### src/calu_pkg.sv
// Constants, field layouts and carrier types of the instruction-subset datapath
// Notes on behaviour
// - Subtract with borrow: file minus working minus inverted carry; update C, DC, Z.
// - Subtract with borrow: destination 0 writes working register, 1 the file register.
// - Nibble swap exchanges file bits 3:0 and 7:4; no flag changes.
// - Nibble swap: destination clear selects working register, set selects file register.
// - Literal XOR: working XOR 8-bit literal into working register; only Z changes.
// - Direction load copies working register to port A, B, C for 5, 6, 7.
// - File XOR: working XOR file; only Z changes; destination bit routes the result.
// - File operand is a 7-bit address 0 to 127 plus one destination bit.
package calu_pkg;

  // ----------------------------------------------------------------
  // Register map (byte addresses on the bus)
  // ----------------------------------------------------------------
  localparam int unsigned CALU_ADDR_W = 12;
  localparam logic [11:0] CALU_OFS_INSTR = 12'h000;
  localparam logic [11:0] CALU_OFS_WORK = 12'h004;
  localparam logic [11:0] CALU_OFS_STATUS = 12'h008;
  localparam logic [11:0] CALU_OFS_DIR_A = 12'h00c;
  localparam logic [11:0] CALU_OFS_DIR_B = 12'h010;
  localparam logic [11:0] CALU_OFS_DIR_C = 12'h014;
  localparam logic [11:0] CALU_OFS_RESULT = 12'h018;
  localparam logic [11:0] CALU_OFS_FILE = 12'h200;
  localparam logic [2:0] CALU_FILE_SEL = 3'h1;

  // ----------------------------------------------------------------
  // Reset values
  // ----------------------------------------------------------------
  localparam logic [7:0] CALU_RST_WORK = 8'h00;
  localparam logic [7:0] CALU_RST_DIR = 8'hff;
  localparam logic [7:0] CALU_RST_FILE = 8'h00;

  // Direction-load operands
  localparam logic [6:0] CALU_DIR_SEL_A = 7'h05;
  localparam logic [6:0] CALU_DIR_SEL_B = 7'h06;
  localparam logic [6:0] CALU_DIR_SEL_C = 7'h07;

  // Bus responses
  localparam logic [1:0] CALU_RESP_OKAY = 2'h0;
  localparam logic [1:0] CALU_RESP_SLVERR = 2'h2;

  // ----------------------------------------------------------------
  // Operation codes
  // ----------------------------------------------------------------
  typedef enum logic [2:0] {
    CALU_OP_NONE = 3'h0,
    CALU_OP_SUB = 3'h1,
    CALU_OP_SWAP = 3'h2,
    CALU_OP_XORL = 3'h3,
    CALU_OP_XORF = 3'h4,
    CALU_OP_DIR = 3'h5
  } calu_op_t;

  // Instruction word as written to the instruction register
  typedef struct packed {
    logic [7:0] rsvd_hi;
    logic [7:0] literal;
    logic dest;
    logic [6:0] faddr;
    logic [4:0] rsvd_lo;
    logic [2:0] op;
  } calu_instr_t;

  // Status register layout, bits 7:4 read as zero
  typedef struct packed {
    logic [3:0] rsvd;
    logic rejected;
    logic zero;
    logic digit_carry_flag;
    logic carry;
  } calu_status_t;

endpackage

### src/calu_core.sv
// Five-instruction execution datapath with working, file and direction registers
//
// The implementer's own choices: the register offsets and the AXI4-Lite slave port.
`timescale 1ns/100ps
module calu_core (
  // Clock and reset
  input wire logic aclk,
  input wire logic aresetn,
  // Write address channel
  input wire logic s_axi_awvalid,
  output logic s_axi_awready,
  input wire logic [calu_pkg::CALU_ADDR_W-1:0] s_axi_awaddr,
  input wire logic [2:0] s_axi_awprot,
  // Write data channel
  input wire logic s_axi_wvalid,
  output logic s_axi_wready,
  input wire logic [31:0] s_axi_wdata,
  input wire logic [3:0] s_axi_wstrb,
  // Write response channel
  output logic s_axi_bvalid,
  input wire logic s_axi_bready,
  output logic [1:0] s_axi_bresp,
  // Read address channel
  input wire logic s_axi_arvalid,
  output logic s_axi_arready,
  input wire logic [calu_pkg::CALU_ADDR_W-1:0] s_axi_araddr,
  input wire logic [2:0] s_axi_arprot,
  // Read data channel
  output logic s_axi_rvalid,
  input wire logic s_axi_rready,
  output logic [31:0] s_axi_rdata,
  output logic [1:0] s_axi_rresp,
  // Direction registers towards the port pins
  output logic [7:0] port_a_direction_reg,
  output logic [7:0] port_b_direction_reg,
  output logic [7:0] port_c_direction_reg
);
  import calu_pkg::*;
  // ----------------------------------------------------------------
  // Helper functions
  // ----------------------------------------------------------------
  // Zero test shared by every result that updates the zero flag
  function automatic logic is_zero(input logic [7:0] v);
    is_zero = (v == 8'h00);
  endfunction
  // Whether a byte address falls inside the file register window
  function automatic logic file_hit(input logic [11:0] a);
    file_hit = (a[11:9] == CALU_FILE_SEL);
  endfunction
  // ----------------------------------------------------------------
  // State
  // ----------------------------------------------------------------
  logic [7:0] file_mem [0:127];
  logic [7:0] work_q, result_q, dir_a_q, dir_b_q, dir_c_q;
  calu_status_t status_q;
  logic aw_have_q, w_have_q;
  logic [11:0] awaddr_q;
  logic [31:0] wdata_q;
  logic [3:0] wstrb_q;
  logic awready_q, wready_q, bvalid_q, arready_q, rvalid_q;
  logic [1:0] bresp_q, rresp_q;
  logic [31:0] rdata_q;
  // ----------------------------------------------------------------
  // Write channel acceptance
  // ----------------------------------------------------------------
  wire aw_take = s_axi_awvalid & awready_q;
  wire w_take = s_axi_wvalid & wready_q;
  // A write runs once address and data are both held and no response is pending
  wire wr_fire = aw_have_q & w_have_q & ~bvalid_q;
  wire aw_have_d = (aw_have_q & ~wr_fire) | aw_take;
  wire w_have_d = (w_have_q & ~wr_fire) | w_take;
  // Address and data are taken in either order and parked until the write runs
  always_ff @(posedge aclk) begin
    if (!aresetn) begin
      aw_have_q <= 1'b0;
      w_have_q <= 1'b0;
      awready_q <= 1'b0;
      wready_q <= 1'b0;
      awaddr_q <= 12'h000;
      wdata_q <= 32'h0000_0000;
      wstrb_q <= 4'h0;
    end else begin
      aw_have_q <= aw_have_d;
      w_have_q <= w_have_d;
      awready_q <= ~aw_have_d;
      wready_q <= ~w_have_d;
      if (aw_take) begin
        awaddr_q <= s_axi_awaddr;
      end
      if (w_take) begin
        wdata_q <= s_axi_wdata;
        wstrb_q <= s_axi_wstrb;
      end
    end
  end
  // ----------------------------------------------------------------
  // Write decode
  // ----------------------------------------------------------------
  wire [11:0] wa = {awaddr_q[11:2], 2'b00};
  wire wr_instr = wr_fire & (wa == CALU_OFS_INSTR);
  wire wr_work = wr_fire & (wa == CALU_OFS_WORK);
  wire wr_status = wr_fire & (wa == CALU_OFS_STATUS);
  wire wr_dir_a = wr_fire & (wa == CALU_OFS_DIR_A);
  wire wr_dir_b = wr_fire & (wa == CALU_OFS_DIR_B);
  wire wr_dir_c = wr_fire & (wa == CALU_OFS_DIR_C);
  wire wr_result = wr_fire & (wa == CALU_OFS_RESULT);
  wire wr_file = wr_fire & file_hit(wa);
  wire wr_mapped = wr_instr | wr_work | wr_status | wr_dir_a | wr_dir_b | wr_dir_c
                   | wr_result | wr_file;
  wire [31:0] wword = wdata_q; // Lanes are qualified where each register takes them
  wire wlow = wstrb_q[0];
  // ----------------------------------------------------------------
  // Instruction operands and results
  // ----------------------------------------------------------------
  calu_instr_t ins;
  assign ins = calu_instr_t'(wword);
  // Instruction fields only count when every lane of the word was written
  wire ins_go = wr_instr & (wstrb_q == 4'hf);
  wire [6:0] fa = ins.faddr;
  wire [7:0] fval = file_mem[fa];
  // Subtract with borrow as f + ~W + C; the carry out is the inverted borrow
  wire [8:0] sub_full = {1'b0, fval} + {1'b0, ~work_q} + {8'h00, status_q.carry};
  wire [4:0] sub_low = {1'b0, fval[3:0]} + {1'b0, ~work_q[3:0]} + {4'h0, status_q.carry};
  wire [7:0] swap_res = {fval[3:0], fval[7:4]};
  wire [7:0] xorl_res = work_q ^ ins.literal;
  wire [7:0] xorf_res = work_q ^ fval;
  wire dir_sel_a = ins_go & (ins.op == CALU_OP_DIR) & (fa == CALU_DIR_SEL_A);
  wire dir_sel_b = ins_go & (ins.op == CALU_OP_DIR) & (fa == CALU_DIR_SEL_B);
  wire dir_sel_c = ins_go & (ins.op == CALU_OP_DIR) & (fa == CALU_DIR_SEL_C);
  wire dir_bad = (ins.op == CALU_OP_DIR) & ~(dir_sel_a | dir_sel_b | dir_sel_c);
  wire op_known = (ins.op <= CALU_OP_DIR);
  // Selected result, flag updates and destination for the current instruction
  logic [7:0] alu_res;
  logic alu_has_res, alu_to_file, upd_c, upd_z;
  always_comb begin
    alu_res = 8'h00;
    alu_has_res = 1'b0;
    alu_to_file = 1'b0;
    upd_c = 1'b0;
    upd_z = 1'b0;
    unique case (ins.op)
      CALU_OP_SUB: begin
        alu_res = sub_full[7:0];
        alu_has_res = 1'b1;
        alu_to_file = ins.dest;
        upd_c = 1'b1;
        upd_z = 1'b1;
      end
      CALU_OP_SWAP: begin
        alu_res = swap_res;
        alu_has_res = 1'b1;
        alu_to_file = ins.dest;
      end
      CALU_OP_XORL: begin
        alu_res = xorl_res;
        alu_has_res = 1'b1;
        upd_z = 1'b1;
      end
      CALU_OP_XORF: begin
        alu_res = xorf_res;
        alu_has_res = 1'b1;
        alu_to_file = ins.dest;
        upd_z = 1'b1;
      end
      default: begin
        // No operation, direction load and unused codes leave carry, digit carry and zero alone
        alu_has_res = 1'b0;
      end
    endcase
  end
  wire res_go = ins_go & alu_has_res;
  wire res_to_work = res_go & ~alu_to_file;
  wire res_to_file = res_go & alu_to_file;
  wire reject_set = ins_go & (dir_bad | ~op_known);
  // ----------------------------------------------------------------
  // Working register, flags and last result
  // ----------------------------------------------------------------
  // Working register: software write or instruction writeback, never both in one write
  always_ff @(posedge aclk) begin
    if (!aresetn) begin
      work_q <= CALU_RST_WORK;
    end else if (res_to_work) begin
      work_q <= alu_res;
    end else if (wr_work && wlow) begin
      work_q <= wword[7:0];
    end
  end
  // Flags; the reject flag is sticky and a new reject wins over a software clear
  always_ff @(posedge aclk) begin
    if (!aresetn) begin
      status_q <= '0;
    end else begin
      if (wr_status && wlow) begin
        status_q.carry <= wword[0];
        status_q.digit_carry_flag <= wword[1];
        status_q.zero <= wword[2];
        status_q.rejected <= wword[3];
      end
      if (res_go && upd_c) begin
        status_q.carry <= sub_full[8];
        status_q.digit_carry_flag <= sub_low[4];
      end
      if (res_go && upd_z) begin
        status_q.zero <= is_zero(alu_res);
      end
      if (reject_set) begin
        status_q.rejected <= 1'b1;
      end
    end
  end
  // Last result kept for software, including results written to a file register
  always_ff @(posedge aclk) begin
    if (!aresetn) begin
      result_q <= 8'h00;
    end else if (res_go) begin
      result_q <= alu_res;
    end
  end
  // ----------------------------------------------------------------
  // Direction registers
  // ----------------------------------------------------------------
  // All pins start as inputs; a direction load copies the working register
  always_ff @(posedge aclk) begin
    if (!aresetn) begin
      dir_a_q <= CALU_RST_DIR;
      dir_b_q <= CALU_RST_DIR;
      dir_c_q <= CALU_RST_DIR;
    end else begin
      if (dir_sel_a) begin
        dir_a_q <= work_q;
      end else if (wr_dir_a && wlow) begin
        dir_a_q <= wword[7:0];
      end
      if (dir_sel_b) begin
        dir_b_q <= work_q;
      end else if (wr_dir_b && wlow) begin
        dir_b_q <= wword[7:0];
      end
      if (dir_sel_c) begin
        dir_c_q <= work_q;
      end else if (wr_dir_c && wlow) begin
        dir_c_q <= wword[7:0];
      end
    end
  end
  // ----------------------------------------------------------------
  // File registers
  // ----------------------------------------------------------------
  wire [6:0] sw_fa = wa[8:2];
  wire file_we = res_to_file | (wr_file & wlow);
  wire [6:0] file_wa = res_to_file ? fa : sw_fa;
  wire [7:0] file_wd = res_to_file ? alu_res : wword[7:0];
  // The array is cleared in reset so reads never return an undefined byte
  always_ff @(posedge aclk) begin
    if (!aresetn) begin
      for (int i = 0; i < 128; i++) begin
        file_mem[i] <= CALU_RST_FILE;
      end
    end else if (file_we) begin
      file_mem[file_wa] <= file_wd;
    end
  end
  // ----------------------------------------------------------------
  // Write response
  // ----------------------------------------------------------------
  // Response follows the executed write by one edge; unmapped offsets answer SLVERR
  always_ff @(posedge aclk) begin
    if (!aresetn) begin
      bvalid_q <= 1'b0;
      bresp_q <= CALU_RESP_OKAY;
    end else if (wr_fire) begin
      bvalid_q <= 1'b1;
      bresp_q <= wr_mapped ? CALU_RESP_OKAY : CALU_RESP_SLVERR;
    end else if (s_axi_bready) begin
      bvalid_q <= 1'b0;
    end
  end
  // ----------------------------------------------------------------
  // Read path
  // ----------------------------------------------------------------
  wire ar_take = s_axi_arvalid & arready_q;
  wire [11:0] ra = {s_axi_araddr[11:2], 2'b00};
  // Read multiplexer; bits above a register's width read as zero
  logic [31:0] rmux;
  logic rhit;
  always_comb begin
    rhit = 1'b1;
    rmux = 32'h0000_0000;
    if (file_hit(ra)) begin
      rmux = {24'h000000, file_mem[ra[8:2]]};
    end else if (ra == CALU_OFS_INSTR) begin
      rmux = 32'h0000_0000; // Instruction register is write-only
    end else if (ra == CALU_OFS_WORK) begin
      rmux = {24'h000000, work_q};
    end else if (ra == CALU_OFS_STATUS) begin
      rmux = {24'h000000, status_q};
    end else if (ra == CALU_OFS_DIR_A) begin
      rmux = {24'h000000, dir_a_q};
    end else if (ra == CALU_OFS_DIR_B) begin
      rmux = {24'h000000, dir_b_q};
    end else if (ra == CALU_OFS_DIR_C) begin
      rmux = {24'h000000, dir_c_q};
    end else if (ra == CALU_OFS_RESULT) begin
      rmux = {24'h000000, result_q};
    end else begin
      rhit = 1'b0;
    end
  end
  // One read outstanding: the address channel closes until the data is taken
  always_ff @(posedge aclk) begin
    if (!aresetn) begin
      arready_q <= 1'b0;
      rvalid_q <= 1'b0;
      rdata_q <= 32'h0000_0000;
      rresp_q <= CALU_RESP_OKAY;
    end else if (ar_take) begin
      arready_q <= 1'b0;
      rvalid_q <= 1'b1;
      rdata_q <= rmux;
      rresp_q <= rhit ? CALU_RESP_OKAY : CALU_RESP_SLVERR;
    end else if (!rvalid_q || s_axi_rready) begin
      rvalid_q <= 1'b0; // A taken answer, or none pending, reopens the address channel
      arready_q <= 1'b1;
    end
  end
  // ----------------------------------------------------------------
  // Outputs
  // ----------------------------------------------------------------
  assign s_axi_awready = awready_q;
  assign s_axi_wready = wready_q;
  assign s_axi_bvalid = bvalid_q;
  assign s_axi_bresp = bresp_q;
  assign s_axi_arready = arready_q;
  assign s_axi_rvalid = rvalid_q;
  assign s_axi_rdata = rdata_q;
  assign s_axi_rresp = rresp_q;
  assign port_a_direction_reg = dir_a_q;
  assign port_b_direction_reg = dir_b_q;
  assign port_c_direction_reg = dir_c_q;
endmodule

### config.mk
export PLATFORM = sky130hd
export DESIGN_NAME = calu_core
export DESIGN_NICKNAME = d
export VERILOG_FILES = /design/src/calu_pkg.sv /design/src/calu_core.sv
export SDC_FILE = /design/constraint.sdc
export NUM_CORES = 2
export LEC_CHECK = 0
export BUFFER_PORTS_ARGS = -buffer_cell sky130_fd_sc_hd__buf_4
export CAP_MARGIN = 10
export CORE_ASPECT_RATIO = 0.7
export CORE_MARGIN = 5
export CORE_UTILIZATION = 41
export CTS_CLUSTER_SIZE = 12
export DETAILED_ROUTE_END_ITERATION = 10
export GPL_TIMING_DRIVEN = 1
export SLEW_MARGIN = 30
export SYNTH_ARGS = -nofsm -noshare
export SYNTH_HDL_FRONTEND = slang
export SYNTH_SLANG_ARGS = --single-unit
### constraint.sdc
create_clock -name aclk -period 5.45 [get_ports aclk]
set_input_delay 1.09 -clock aclk [delete_from_list [all_inputs] [get_ports aclk]]
set_output_delay 1.09 -clock aclk [all_outputs]
set_load 0.005 [all_outputs]
# Yosys cells after proc, flatten, opt, wreduce, memory -nomap -nowiden
# Memories as Yosys holds them, arrays and structs flattened. A register that Yosys moved wholly into a read port is not among the register bits.
# Cells that the tools add are included.
[word_totals]
output_inout_bits = 65
elab_cells = 178
n_memories = 1
reg_bits = 127
ramBits = 1024
input_bits = 73
[classes]
add_sub_neg = 4
n_eq_ne = 23
bitwise = 51
reduce_logical = 26
order_cmp = 1
muxes = 50
[memory_table]
columns = ["name", "words", "word_bits", "read_ports", "rd_clocked_by_memory_dff", "wr", "line", "text"]
rows = [
  ["file_mem", 128, 8, 2, 1, 128, "calu_core.sv:53", "logic [7:0] file_mem [0:127];"],
]
[ops]
columns = ["operator", "n"]
rows = [
  ["$mux 8", 18],
  ["$eq 10x3->1 const B", 6],
  ["$eq 10x2->1 const B", 4],
  ["$pmux 8 s4", 1],
  ["$mux 7", 4],
  ["$and 1x1->1", 26],
  ["$logic_not 12->1", 2],
  ["$mux 1", 23],
  ["$eq 7x3->1 const B", 3],
  ["$eq 10x1->1 const B", 2],
  ["$reduce_bool 2->1", 9],
  ["$xor 8x8->8", 2],
  ["$or 1x1->1", 13],
  ["$add 8x8->9", 1],
  ["$add 9x1->9", 1],
  ["$eq 3x1->1 const B", 3],
  ["$logic_not 8->1", 1],
  ["$not 1->1", 8],
  ["$not 8->8", 1],
  ["$reduce_or 8->1", 1],
  ["$logic_and 1x1->1", 7],
  ["$eq 3x2->1 const B", 2],
  ["$eq 3x3->1 const B", 2],
  ["$mux 2", 3],
  ["11 further kinds", 12],
]

# Logic depth before layout (Yosys ltp)
[depth]
depth_word = 13
mapped_depth = 25
ltp_nobuf = 17

# Worst setup path before layout
# OpenSTA, ideal clock, no wires.
[synth_path]
kind = "register -> register"
start = "register with a tool-made name"
end = "memory file_mem[105][5] (data pin)"
setup_time_ps = 261
arrival_ps = 4608
required_ps = 5189
period_less_slack_ps = 4870
setup_slack_ps = 580
path_buffers = 7
path_stages_with_launch = 23
cell_sequence = "dfxtp_1 > buf_6 > buf_8 > buf_6 > buf_4 > buf_2 > mux4_2 > nand2_1 > nand2_1 > nor3_1 > a32oi_1 > fa_1 > a21o_1 > a21oi_1 > o21ai_0 > a21oi_1 > mux2i_1 > or4_1 > a211o_1 > mux2i_1 > buf_2 > buf_2 > nor2_1"
[synth_lines]
columns = ["element", "line"]
rows = [
  ["end, declared", "calu_core.sv:53"],
]

==> flow_metrics.env <==
export IMPL_seq_area_frac_synth_pct=55.8
export IMPL_drt_iter0_drc=7258
export IMPL_cts_tree="built"
export IMPL_critPathCaptureType="flip-flop"
export IMPL_cp_arrival_ns=5.84
export IMPL_setup_viol=0
export IMPL_critical_path_max_fanout=13
export IMPL_io_buffers=93
export IMPL_ff2ff_setup_slack_ns=0.09
export IMPL_clock_fmax_mhz=187
export IMPL_clk_pin_slew_ns=0.07
export IMPL_die_w_um=463
export IMPL_track_usage_pct=28.3
export IMPL_cts_buffers=110
export IMPL_place_area_sq_um=63900
export IMPL_areaGrowthSynthToFinish_pct=15.5
export IMPL_initial_core_util_pct=41.2
export IMPL_synth_simple_gate_area_share_pct=12.2
export IMPL_wirelength_um=223000
export IMPL_cts_htree_levels=3
export IMPL_hold_violations=0
export IMPL_worstHoldPathType="reg2reg"
export IMPL_clockRootBuffer="clkbuf_16"
export IMPL_yosys_warnings=0
export IMPL_netlist_area_sq_um=58900
export IMPL_min_from="wstrb_q[2]"
export IMPL_die_y_um=327
export IMPL_clk_latency_ns=0.75
export IMPL_clock_sinks=1130
export IMPL_gp_congestion=0.955
export IMPL_fin_area_sq_um=68000
export IMPL_vias=42700
export IMPL_synth_compound_area_share_pct=4.06
export IMPL_finalMaxSlewViolations=0
export IMPL_synth_edf_count=1024
export IMPL_setup_ws_ns=0.0887
export IMPL_peakVddDrop_mv=0.261
export IMPL_placed_cells=6363
export IMPL_ys_flop_type="edfxtp_1"
export IMPL_antenna_left=0
export IMPL_synth_adder_area_share_pct=0.234
export IMPL_synth_cell_types=73
export IMPL_cts_buffer_depth=3
export IMPL_relSlewSlack_pct=26.4
export IMPL_cp_required_ns=5.93
export IMPL_cp_start_kind="flip-flop"
export IMPL_tightest_slew_ns=1.10
export IMPL_top_register="file_mem"
export IMPL_synthCells=4410
export IMPL_stdcell_count=6602
export IMPL_fillers=12600
export IMPL_whs_endpoint="wstrb_q[2]"
export IMPL_pre_cts_ws_ns=-0.326
export IMPL_ys_ff_latch=1130
export IMPL_dp_hpwl_um=158000
export IMPL_ios=138
export IMPL_cap_violations=0
export IMPL_drtPass1Iterations=6
export IMPL_core_sq_um=143000
export IMPL_grt_max_degree=77
export IMPL_avgSynthCellArea_sq_um=13.3
export IMPL_hold_ws_ns=0.474
export IMPL_utilization_pct=47.6
export IMPL_fin_worst_skew_ns=0.0286
export IMPL_largest_reg_flops=1024
export IMPL_rr_endpoint="file_mem[120][6]"
export IMPL_crit_type="reg2reg"
export IMPL_fin_nets=4722
export IMPL_drc_errors=0
export IMPL_synth_top_family_by_area="multiplexers"
export IMPL_r2r_cells=22
export IMPL_synth_mux_area_fraction_pct=24.0
export IMPL_dieArea_sq_um=151000
export IMPL_row_count=116
export IMPL_reg_top3="file_mem x1024, ins x24, awaddr_q x10"
export IMPL_async_flop_share_pct=0
export IMPL_drive_above_1_share_pct=26.4
export IMPL_fin_crit_ns=5.36
export IMPL_overflow=0
export IMPL_grt_pass1_wl_um=307000
export IMPL_ctsHoldBuffers=0
export IMPL_p_leak_nw=22.7
export IMPL_powerDensity_nw_per_um2=291
export IMPL_finalCritPeriodShare_pct=98.4
export IMPL_avgViaCountPerCell=6.47
export IMPL_status="completed"
export IMPL_whs_path_depth=2
export IMPL_synth_xor_area_share_pct=0.238
export IMPL_grt_pass1_vias=39900
export IMPL_antenna_found_initial=15
export IMPL_wire_per_inst_um=33.8
==> worst max-delay path, stage by stage (launching register included) <==
cell       delay, ns
dfxtp_4         0.48
buf_12          0.21
buf_4           0.19
mux4_2          0.25
mux2i_1         0.09
buf_4           0.16
mux2i_1         0.37
a2111oi_2       0.15
buf_4           0.15
o31ai_1         0.50
ha_1            0.39
nor2b_1         0.16
o21ai_2         0.18
a21boi_1        0.11
o21ai_1         0.22
nor3b_2         0.20
o32ai_1         0.10
a221o_1         0.36
mux2i_4         0.17
buf_4           0.15
buf_12          0.20
buf_12          0.18
nor2_1          0.06
==> synth_stat cells, types with 6 or more instances <==
cell type	instances	share of area [%]
xnor2_1	13	0.19
nor4_1	6	0.064
a221oi_1	9	0.13
ha_1	7	0.15
or2_2	6	0.064
a21boi_0	45	0.57
and2_1	14	0.15
a221o_1	23	0.39
nand2_1	476	3.0
buf_1	44	0.28
dfxtp_1	106	3.6
nor3_1	31	0.26
mux2i_1	145	2.5
nand3_1	38	0.32
buf_4	62	0.79
nand4_1	16	0.17
o21ai_0	47	0.40
clkbuf_1	159	1.0
o31ai_1	6	0.077
a21oi_1	36	0.31
mux2_2	17	0.33
o22ai_1	29	0.31
buf_6	8	0.15
mux4_2	554	21
nor2_1	1122	7.2
inv_1	24	0.15
nor2b_1	32	0.34
o221ai_1	10	0.15
o211a_1	12	0.20
edfxtp_1	1024	52
nand2b_1	26	0.28
buf_2	110	0.94
a22oi_1	35	0.45
o211ai_1	16	0.20
==> layout make-up <==
class	count	area (sq um)	share of cell area, %
Timing Repair Buffer	478	5120	7.53
Multi-Input combinational cell	2893	24300	35.8
Antenna cell	8	20.0	0.0294
Tap cell	1888	2360	3.48
Sequential cell	1130	32900	48.4
Clock inverter	27	186	0.274
Inverter	27	101	0.149
Clock buffer	151	2950	4.34
==> per-stage QoR <==
step           TNS (ns)  total power, W
2_1_floorplan         0          0.0114
3_3_place_gp     -63.45          0.0126
3_5_place_dp     -70.94          0.0126
4_1_cts          -0.749          0.0196
5_1_grt         -0.0251          0.0202
6_report              0          0.0198
==> how the worst max path moves through the flow <==
| stage | from | to | slack, ns | cells past startpoint |
|---|---|---|---|---|
| 2_1_floorplan | flip-flop | file_mem[105][5] | 0.58 | 22 |
| 3_3_place_gp | flip-flop | file_mem[59][5] | -0.27 | 20 |
| 3_5_place_dp | flip-flop | file_mem[113][6] | -0.33 | 22 |
| 4_1_cts | flip-flop | file_mem[18][5] | -0.05 | 19 |
| 5_1_grt | flip-flop | file_mem[49][5] | -0.007 | 23 |
| 6_report | flip-flop | file_mem[120][6] | 0.09 | 22 |
==> cells in the final DEF (no fill, tap or decap), types with 9 or more instances in the layout <==
cell type  count
o221ai_1      10
a221oi_1       9
o211ai_1      16
conb_1        26
nor2_1      1115
clkinv_1      13
clkinv_2      10
buf_4        358
o22ai_1       28
a21boi_0      43
dfxtp_1      100
inv_1         24
a22oi_1       34
nand2_1      475
mux2_2        16
mux4_2       554
a21oi_1       34
mux2i_1      137
nand3_1       38
clkbuf_16    122
a221o_1       23
nand2b_1      26
o211a_1       12
edfxtp_1    1024
clkbuf_1      36
buf_12        88
nor3_1        26
nor2b_1       30
o21ai_0       44
and2_1        13
nand4_1       16
xnor2_1       13
buf_6         10
==> metal layers <==
layer / wire (um) / vias to the layer above / share of wire (%) / track usage, %
li1: - / 17100 / - / -
met1: 87600 / 22100 / 39 / 41.3
met2: 91600 / 3195 / 41 / 38.7
met3: 37700 / 364 / 17 / 12.3
met4: 6080 / 8 / 2.7 / 6.87
met5: 108 / - / 0.048 / 0.347
==> cell families (layout without fill, tap and decap cells) <==
kind of cell,Yosys count,count (layout)
other,1,34
AO/OA/AOI/OAI,328,328
flip-flops,1130,1130
buffers and inverters,412,683
AND/OR/NAND/NOR,1797,1797
XOR/XNOR,16,16
multiplexers,716,716
adder cells (fa/ha/maj),10,10
==> power by group <==
group	switching, W	leakage, nW	total, W	internal (W)
clock network	0.00341	1.53	0.00716	0.00376
logic	0.00161	9.68	0.00273	0.00112
registers	0.000185	11.4	0.00989	0.00971
==> what timing repair did <==
| action | 4_1_cts | 5_1_grt |
|---|---|---|
| endpoints found under the setup margin | 388 | 418 |
| gates resized for setup | 16 | 36 |
| buffers inserted | 7 | 31 |
| pin swaps | 3 | 10 |
| cloned | 3 | 12 |
No activity file was read; power rests on OpenSTA's default activity.
